File: src/include/gpk_consts.vh
// Purpose: shared constants of the gpk parallel port controller
// Assumes: apb byte addresses are four times the register index
// Notes  : definitions only, no logic
`ifndef GPK_CONSTS_VH
`define GPK_CONSTS_VH

// register indices (byte address = index * 4)
`define GPK_IDX_A_VAL      6'h00
`define GPK_IDX_A_DIR      6'h01
`define GPK_IDX_B_VAL      6'h02
`define GPK_IDX_B_DIR      6'h03
`define GPK_IDX_C_VAL      6'h04
`define GPK_IDX_C_DIR      6'h05
`define GPK_IDX_A_IRQ_EN   6'h06
`define GPK_IDX_A_POL      6'h07
`define GPK_IDX_C_PULL_EN  6'h08
`define GPK_IDX_C_SLEW_EN  6'h09
`define GPK_IDX_A_PULL_EN  6'h0a
`define GPK_IDX_IRQ_STAT   6'h0b
`define GPK_IDX_IRQ_MASK   6'h0c
`define GPK_IDX_IRQ_CTRL   6'h0d

// address split
`define GPK_ADDR_W         8
`define GPK_IDX_LSB        2
`define GPK_BYTE_LANE_W    2
`define GPK_LANE_ZERO      2'h0

// reset values
`define GPK_RST_BYTE       8'h00
`define GPK_RST_BIT        1'b0
`define GPK_RST_WORD       32'h0000_0000

// irq control field: bit 0 selects level detection
`define GPK_CTRL_LEVEL_BIT 0

// data bus width
`define GPK_DATA_W         32

`endif

File: src/hdl/gpk_pin_irq.v
// Purpose: per-pin interrupt condition detectors for port a
// Assumes: pin levels are synchronous to pclk
// Notes  : one cycle event pulse per detected edge, held every cycle while active in level mode
`timescale 1ns/100ps
`default_nettype none
`include "gpk_consts.vh"

module gpk_pin_irq #(
  parameter NPIN = 4
) (
  input  wire            pclk,
  input  wire            presetn,
  input  wire            ce,
  input  wire [NPIN-1:0] pin_lvl,
  input  wire [NPIN-1:0] src_en,
  input  wire [NPIN-1:0] pol_hi,
  input  wire            level_mode,
  output wire [NPIN-1:0] event_p
);

  ////////////////////////////////////////////////////////////////////
  // one detector per pin
  genvar g;
  generate
    for (g = 0; g < NPIN; g = g + 1) begin : det
      wire act;     // pin sits at its active level
      reg  act_q;   // active level one cycle ago

      // polarity flips the active level: 0 low/falling, 1 high/rising
      assign act = pol_hi[g] ? pin_lvl[g] : ~pin_lvl[g]; // [RULE_02] [RULE_03] [RULE_04]

      // history flop, frozen while ce is low
      always @(posedge pclk or negedge presetn) begin
        if (!presetn) begin
          act_q <= `GPK_RST_BIT;
        end else if (ce) begin
          act_q <= act;
        end
      end

      // excluded pins never raise an event; level mode repeats while held
      assign event_p[g] = src_en[g] &
                          (level_mode ? act : (act & ~act_q)); // [RULE_01]
    end
  endgenerate

endmodule
`default_nettype wire

File: src/hdl/gpk_port_ctrl.v
// Purpose: three-port gpio controller with port a interrupts and pulls
// Assumes: apb3 slave, pclk 10 MHz, pin inputs synchronous to pclk
// Notes  : two-cycle access phase, all outputs registered
//
// Overview of operation
// [RULE_01] port a pin irq only when enabled
// [RULE_02] polarity 0: pull-up, falling/low detected
// [RULE_03] polarity 1: pull-down, rising/high detected
// [RULE_04] one polarity bit sets condition and pull
// [RULE_05] port c per-pin pull-up enable bits
// [RULE_06] port c output pins: pull forced off
// [RULE_07] port c slew enable, inert on inputs
// [RULE_08] direction 1 drives data, 0 reads pin
//
// Design decision made here: the APB register port.
`timescale 1ns/100ps
`default_nettype none
`include "gpk_consts.vh"

module gpk_port_ctrl #(
  parameter PW   = 8,   // pins per port
  parameter NIRQ = 4    // port a pins able to interrupt
) (
  input  wire                    pclk,
  input  wire                    presetn,
  input  wire                    ce,
  input  wire                    psel,
  input  wire                    penable,
  input  wire                    pwrite,
  input  wire [`GPK_ADDR_W-1:0]  paddr,
  input  wire [`GPK_DATA_W-1:0]  pwdata,
  output reg  [`GPK_DATA_W-1:0]  prdata,
  output reg                     pready,
  output reg                     pslverr,
  output reg                     irq,
  input  wire [PW-1:0]           pa_in,
  output reg  [PW-1:0]           pa_out,
  output reg  [PW-1:0]           pa_oe,
  output reg  [PW-1:0]           pa_pull_en,
  output reg  [PW-1:0]           pa_pull_up,
  input  wire [PW-1:0]           pb_in,
  output reg  [PW-1:0]           pb_out,
  output reg  [PW-1:0]           pb_oe,
  input  wire [PW-1:0]           pc_in,
  output reg  [PW-1:0]           pc_out,
  output reg  [PW-1:0]           pc_oe,
  output reg  [PW-1:0]           pc_pull_en,
  output reg  [PW-1:0]           pc_slew_en
);

  ////////////////////////////////////////////////////////////////////
  // software visible registers
  reg  [PW-1:0]   a_val_q;      // port a output data
  reg  [PW-1:0]   a_dir_q;      // port a direction, 1 = output
  reg  [PW-1:0]   b_val_q;      // port b output data
  reg  [PW-1:0]   b_dir_q;      // port b direction
  reg  [PW-1:0]   c_val_q;      // port c output data
  reg  [PW-1:0]   c_dir_q;      // port c direction
  reg  [NIRQ-1:0] a_irq_en_q;   // interrupt source enables
  reg  [NIRQ-1:0] a_pol_q;      // polarity / pull direction
  reg  [PW-1:0]   c_pull_en_q;  // port c pull-up enables
  reg  [PW-1:0]   c_slew_en_q;  // port c slew limit enables
  reg  [PW-1:0]   a_pull_en_q;  // port a pull enables
  reg  [NIRQ-1:0] stat_q;       // sticky interrupt status
  reg  [NIRQ-1:0] mask_q;       // interrupt mask, 1 = pass
  reg             level_q;      // 1 = level, 0 = edge detection

  ////////////////////////////////////////////////////////////////////
  // apb decode
  wire [`GPK_ADDR_W-`GPK_IDX_LSB-1:0] idx;   // register index
  wire            lane_ok;   // word aligned access
  reg             hit;       // index names a register
  reg  [PW-1:0]   rd_byte;   // read value of addressed register
  wire            acc;       // first access cycle, answer pending
  wire            done;      // completing edge of a transfer
  wire            wr_ok;     // mapped write takes effect now
  wire            rd_stat;   // status read completes now
  wire [PW-1:0]   wb;        // write data byte

  assign idx     = paddr[`GPK_ADDR_W-1:`GPK_IDX_LSB];
  assign lane_ok = (paddr[`GPK_BYTE_LANE_W-1:0] == `GPK_LANE_ZERO);
  assign acc     = psel & penable & ~pready;
  assign done    = psel & penable & pready;
  assign wr_ok   = done & pwrite & ~pslverr;
  assign rd_stat = done & ~pwrite & ~pslverr & (idx == `GPK_IDX_IRQ_STAT);
  assign wb      = pwdata[PW-1:0];

  // port value reads: output pins give data, input pins give the pin
  wire [PW-1:0] a_rd = (a_dir_q & a_val_q) | (~a_dir_q & pa_in); // [RULE_08]
  wire [PW-1:0] b_rd = (b_dir_q & b_val_q) | (~b_dir_q & pb_in); // [RULE_08]
  wire [PW-1:0] c_rd = (c_dir_q & c_val_q) | (~c_dir_q & pc_in); // [RULE_08]

  // read mux; narrow registers read zero above their width
  always @* begin
    hit     = lane_ok;
    rd_byte = `GPK_RST_BYTE;
    case (idx)
      `GPK_IDX_A_VAL:     rd_byte = a_rd;
      `GPK_IDX_A_DIR:     rd_byte = a_dir_q;
      `GPK_IDX_B_VAL:     rd_byte = b_rd;
      `GPK_IDX_B_DIR:     rd_byte = b_dir_q;
      `GPK_IDX_C_VAL:     rd_byte = c_rd;
      `GPK_IDX_C_DIR:     rd_byte = c_dir_q;
      `GPK_IDX_A_IRQ_EN:  rd_byte[NIRQ-1:0] = a_irq_en_q;
      `GPK_IDX_A_POL:     rd_byte[NIRQ-1:0] = a_pol_q;
      `GPK_IDX_C_PULL_EN: rd_byte = c_pull_en_q;
      `GPK_IDX_C_SLEW_EN: rd_byte = c_slew_en_q;
      `GPK_IDX_A_PULL_EN: rd_byte = a_pull_en_q;
      `GPK_IDX_IRQ_STAT:  rd_byte[NIRQ-1:0] = stat_q;
      `GPK_IDX_IRQ_MASK:  rd_byte[NIRQ-1:0] = mask_q;
      `GPK_IDX_IRQ_CTRL:  rd_byte[`GPK_CTRL_LEVEL_BIT] = level_q;
      default:            hit = 1'b0;
    endcase
  end

  ////////////////////////////////////////////////////////////////////
  // apb answer: pready rises in the second access cycle
  always @(posedge pclk or negedge presetn) begin
    if (!presetn) begin
      pready  <= `GPK_RST_BIT;
      pslverr <= `GPK_RST_BIT;
      prdata  <= `GPK_RST_WORD;
    end else if (ce) begin
      pready <= acc;
      if (acc) begin
        // unmapped or misaligned: error answer, no side effect
        pslverr <= ~hit;
        prdata  <= (hit & ~pwrite) ?
                   {{(`GPK_DATA_W-PW){1'b0}}, rd_byte} : `GPK_RST_WORD;
      end else if (done) begin
        pslverr <= `GPK_RST_BIT;
      end
    end
  end

  ////////////////////////////////////////////////////////////////////
  // control register writes, effective at the completing edge
  always @(posedge pclk or negedge presetn) begin
    if (!presetn) begin
      a_val_q     <= `GPK_RST_BYTE;
      a_dir_q     <= `GPK_RST_BYTE;
      b_val_q     <= `GPK_RST_BYTE;
      b_dir_q     <= `GPK_RST_BYTE;
      c_val_q     <= `GPK_RST_BYTE;
      c_dir_q     <= `GPK_RST_BYTE;
      a_irq_en_q  <= {NIRQ{1'b0}};
      a_pol_q     <= {NIRQ{1'b0}};
      c_pull_en_q <= `GPK_RST_BYTE;
      c_slew_en_q <= `GPK_RST_BYTE;
      a_pull_en_q <= `GPK_RST_BYTE;
      mask_q      <= {NIRQ{1'b0}};
      level_q     <= `GPK_RST_BIT;
    end else if (ce && wr_ok) begin
      case (idx)
        `GPK_IDX_A_VAL:     a_val_q     <= wb;
        `GPK_IDX_A_DIR:     a_dir_q     <= wb;
        `GPK_IDX_B_VAL:     b_val_q     <= wb;
        `GPK_IDX_B_DIR:     b_dir_q     <= wb;
        `GPK_IDX_C_VAL:     c_val_q     <= wb;
        `GPK_IDX_C_DIR:     c_dir_q     <= wb;
        `GPK_IDX_A_IRQ_EN:  a_irq_en_q  <= wb[NIRQ-1:0];  // [RULE_01]
        `GPK_IDX_A_POL:     a_pol_q     <= wb[NIRQ-1:0];  // [RULE_04]
        `GPK_IDX_C_PULL_EN: c_pull_en_q <= wb;            // [RULE_05]
        `GPK_IDX_C_SLEW_EN: c_slew_en_q <= wb;            // [RULE_07]
        `GPK_IDX_A_PULL_EN: a_pull_en_q <= wb;
        `GPK_IDX_IRQ_MASK:  mask_q      <= wb[NIRQ-1:0];
        `GPK_IDX_IRQ_CTRL:  level_q     <= wb[`GPK_CTRL_LEVEL_BIT];
        default:            level_q     <= level_q;   // status is read-only
      endcase
    end
  end

  ////////////////////////////////////////////////////////////////////
  // interrupt detection on the low port a pins
  wire [NIRQ-1:0] ev;   // detected conditions, one cycle per edge, held while active in level mode

  gpk_pin_irq #(
    .NPIN       (NIRQ)
  ) u_det (
    .pclk       (pclk),
    .presetn    (presetn),
    .ce         (ce),
    .pin_lvl    (pa_in[NIRQ-1:0]),
    .src_en     (a_irq_en_q),   // [RULE_01]
    .pol_hi     (a_pol_q),      // [RULE_04]
    .level_mode (level_q),
    .event_p    (ev)
  );

  // read clears only bits that were actually returned, so an event
  // landing between capture and completion survives; set wins over clear
  wire [NIRQ-1:0] clr    = rd_stat ? prdata[NIRQ-1:0] : {NIRQ{1'b0}};
  wire [NIRQ-1:0] stat_d = (stat_q & ~clr) | ev;

  // sticky status and level interrupt output
  always @(posedge pclk or negedge presetn) begin
    if (!presetn) begin
      stat_q <= {NIRQ{1'b0}};
      irq    <= `GPK_RST_BIT;
    end else if (ce) begin
      stat_q <= stat_d;
      irq    <= |(stat_d & mask_q);
    end
  end

  ////////////////////////////////////////////////////////////////////
  // pad controls, registered so every output comes from a flop
  wire [PW-1:0] a_pull_up_d;   // pull direction per port a pin
  wire [PW-1:0] c_pull_d;      // effective port c pull enables

  // polarity 0 selects pull-up, 1 pull-down; upper pins default to up
  assign a_pull_up_d = {{(PW-NIRQ){1'b1}}, ~a_pol_q}; // [RULE_02] [RULE_03] [RULE_04]
  // an output pin never keeps its pull device on
  assign c_pull_d    = c_pull_en_q & ~c_dir_q;       // [RULE_05] [RULE_06]

  always @(posedge pclk or negedge presetn) begin
    if (!presetn) begin
      pa_out     <= `GPK_RST_BYTE;
      pa_oe      <= `GPK_RST_BYTE;
      pa_pull_en <= `GPK_RST_BYTE;
      pa_pull_up <= `GPK_RST_BYTE;
      pb_out     <= `GPK_RST_BYTE;
      pb_oe      <= `GPK_RST_BYTE;
      pc_out     <= `GPK_RST_BYTE;
      pc_oe      <= `GPK_RST_BYTE;
      pc_pull_en <= `GPK_RST_BYTE;
      pc_slew_en <= `GPK_RST_BYTE;
    end else if (ce) begin
      pa_out     <= a_val_q;                  // [RULE_08]
      pa_oe      <= a_dir_q;                  // [RULE_08]
      pa_pull_en <= a_pull_en_q & ~a_dir_q;   // pulls only on inputs
      pa_pull_up <= a_pull_up_d;              // [RULE_02] [RULE_03]
      pb_out     <= b_val_q;                  // [RULE_08]
      pb_oe      <= b_dir_q;                  // [RULE_08]
      pc_out     <= c_val_q;                  // [RULE_08]
      pc_oe      <= c_dir_q;                  // [RULE_08]
      pc_pull_en <= c_pull_d;                 // [RULE_06]
      // slew limiting only matters on driven pins
      pc_slew_en <= c_slew_en_q & c_dir_q;    // [RULE_07]
    end
  end

endmodule
`default_nettype wire

File: config.mk
export PLATFORM = sky130hd
export DESIGN_NAME = gpk_port_ctrl
export DESIGN_NICKNAME = d
export VERILOG_FILES = /design/src/hdl/gpk_pin_irq.v /design/src/hdl/gpk_port_ctrl.v
export VERILOG_INCLUDE_DIRS = /design/src /design/src/include
export SDC_FILE = /design/constraint.sdc
export NUM_CORES = 1
export LEC_CHECK = 0
export ABC_AREA = 1
export ABC_CLOCK_PERIOD_IN_PS = 1500
export BUFFER_PORTS_ARGS = -buffer_cell sky130_fd_sc_hd__buf_4
export CORE_MARGIN = 8
export CORE_UTILIZATION = 49
export DETAILED_ROUTE_END_ITERATION = 6
export PLACE_DENSITY = 0.83
export SLEW_MARGIN = 20
export SYNTH_ARGS = -nofsm -noshare
export SYNTH_HDL_FRONTEND = slang
export SYNTH_SLANG_ARGS = --single-unit
File: constraint.sdc
create_clock -name pclk -period 1.5 [get_ports pclk]
set_input_delay 0.075 -clock pclk [delete_from_list [all_inputs] [get_ports pclk]]
set_output_delay 0.075 -clock pclk [all_outputs]
set_load 0.02 [all_outputs]
==> metrics.txt <==
synthesized area 8180 um^2; Final GP Congestion 0.958; Critical Path RT 1.84 ns; Max-Cap Viols 0; Top cell by count, worst path buf_4; leakage 5.43 nW; nets@finish 1266; Worst-Margin Slew 0.708 ns; Avg WL per Cell 18.3 um; worst setup margin -0.0694 ns; Num CTS Buffers 17; dominant cell type by area after synthesis dfrtp_1; vias in the first global route 7303; final worst path period need 1.57 ns; Port Buf Inserts 136; CTS clk-pin slew, worst paths 0.07 ns; initial antenna violation count 0; Post-Syn Instances 1008; Yosys cell types 28; fin crit share 105%; Reg-to-Reg Start pslverr; Clk Tree Root Cell clkbuf_16; Total Wirelength 26100 um; initial DRC count 894; PD cells 965 nW/um^2; CP Capture Point c_slew_en_q[4]; worst vdd ir 0.823 mV; Hold Vio Cnt, Final 0; chip width 145 um; CTS tree yes; clk sinks 181; CP Launch Point pslverr; Seq/Total Area, Yosys 55.4%; total global routing track utilization 23.9%; RSZ-0062 raised after global routing true; achievable frequency 637 MHz; ranking of synthesized cells by area dfrtp_1, nand2_1, o21ai_0; std cell rows 47; DP Cell Count 1382; first-pass GRT wire length 39700 um; Remaining DRCs 0; IO Pins 185; reg2reg end c_slew_en_q[4]; Pre-Repair DR Iteration Count 7; Worst Reg-to-Reg Cells 6; Ys Warns 0; grt ovf 0; syn avg cell area 8.11 um^2; later-pin clock latency in the skew report 0.44 ns; dpl hpwl 18600 um; layout cells sized above 1 22.6%; reg2reg setup slack -0.07 ns; die area 21100 um^2; status complete, but fails checks; Area Growth Syn to Fin 29.1%; Post-DP Area 9690 um^2; final setup fails 9; antenna viol nets, final 0; CP cell instances nor4_4 -> buf_4 -> buf_12 -> nand2_1 -> buf_4 -> o21ai_0; Max stage delay on crit path 0.44 ns; vias 7677; Hold Worst Slack 0.0158 ns; area share of the largest cell type after synthesis 55.4%; failing checks setup timing; Max FO, Critical Path 8; CTS Buffer Depth 2; Initial Util 49.7%; Critical Path End Type register; overall power 10.2 mW; HP Class input pin to register; pin count of the biggest net entering global routing 98; Worst path slowest cell dfrtp_2; Final Instance Area 10600 um^2; # diodes 0; CP arrival 1.91 ns; DIE HEIGHT 145 um; Slew Limit Fails 0; Max-slew headroom 52.7%; Post-Layout Cell Count 1429; H-tree levels 4; DR vias/cell 5.37; Seq cells post-synth 181; critical path class register to register; pre-CTS WS -0.0565 ns; skew final 0.00985 ns; area of the core 16500 um^2; crit path launch type register
kinds of logic (layout without fill, tap and decap cells):
group                     count (synthesis)  after routing  synth area share, %
AOI/OAI and AO/OA                       165            165                 11.0
muxes                                     1              1                0.138
xor gates and xnor gates                  4              4                0.428
buffers and inverters                   117            295                 6.72
DFF                                     181            181                 55.4
and+or+nand+nor                         539            539                 26.3
other                                     1             24               0.0458
cells in the final DEF (no fill, tap or decap), drive strengths merged:
cell type and count:
nand4 2, buf 198, dlygate4sd3 5, nor2 103
bufinv 1, nor3b 1, nand3 42, o21ai 127
inv 62, mux2 1, o211ai 5, a31oi 5
a22o 10, dfrtp 181, clkinv 6, conb 24
nand2 387, a21oi 14, or2 3, a21boi 4
nor4 1, clkbuf 21, xnor2 4, clkinvlp 2
area by class of cell:
class / instances / area (um^2)
well taps: 220 / 275
flip-flops and latches: 181 / 4530
fillers: 1384 / 5900
clock inverters: 12 / 120
multi-input cells: 733 / 3300
clock buffers: 20 / 447
inverters: 59 / 221
repair buffers: 204 / 1670
where the power goes:
part           switching [mW]  internal (mW)  total, mW
Clock                    1.97           2.36       4.33
Combinational           0.565          0.287      0.852
Sequential             0.0582           4.96       5.02
Total                    2.59           7.60       10.2
critical path, delay by kind of cell (launching register included):
family                 cells  cell delay (ns)
AND/OR/NAND/NOR            2             0.30
buffers and inverters      3             0.51
flip-flops                 1             0.44
AO/OA/AOI/OAI              1             0.21
layer usage:
metal | track usage (%) | share of wire [%]
met1 | 30.4 | 41
met3 | 5.66 | 8.6
met2 | 38.7 | 47
met5 | 0 | 0
met4 | 9.53 | 3.5
synthesized netlist by cell type, drive strengths merged:
cell type	count
nor4	1
dfrtp	181
o21ai	127
inv	58
nand3	42
o211ai	5
clkinv	1
buf	39
nand4	2
nor3b	1
nand2	387
nor2	103
a21boi	4
xnor2	4
a31oi	5
clkbuf	19
a22o	10
a21oi	14
conb	1
mux2	1
or2	3
through the flow:
| stage | utilization [%] | TNS (ns) |
|---|---|---|
| 5_1_grt | 64.1 | -1.21 |
| 2_1_floorplan | - | -1.18 |
| 4_1_cts | 62.7 | -0.0253 |
| 6_report | 64.1 | -0.175 |
| 3_5_place_dp | 58.8 | -0.217 |
| 3_3_place_gp | 58.8 | -0.153 |
worst min-delay path by stage:
| stage | from | cells past startpoint | slack, ns | endpoint |
|---|---|---|---|---|
| floorplan | presetn | 0 | -0.22 | a_dir_q[0] |
| global placement | presetn | 1 | -0.02 | irq |
| detailed placement | presetn | 1 | -0.02 | stat_q[3] |
| CTS | paddr[0] | 4 | 0.004 | pslverr |
| global route | paddr[0] | 4 | 0.04 | prdata[0] |
| finish | paddr[0] | 4 | 0.02 | pslverr |
what timing repair did:
action	CTS	global route
endpoints found under the setup margin	23	86
setup buffers	1	2
endpoints found under the hold margin	185	0
gates resized for setup	5	86
hold buffers	5	0
pin swaps	0	2
gates cloned	0	7
Power figures use the tool's default switching activity.
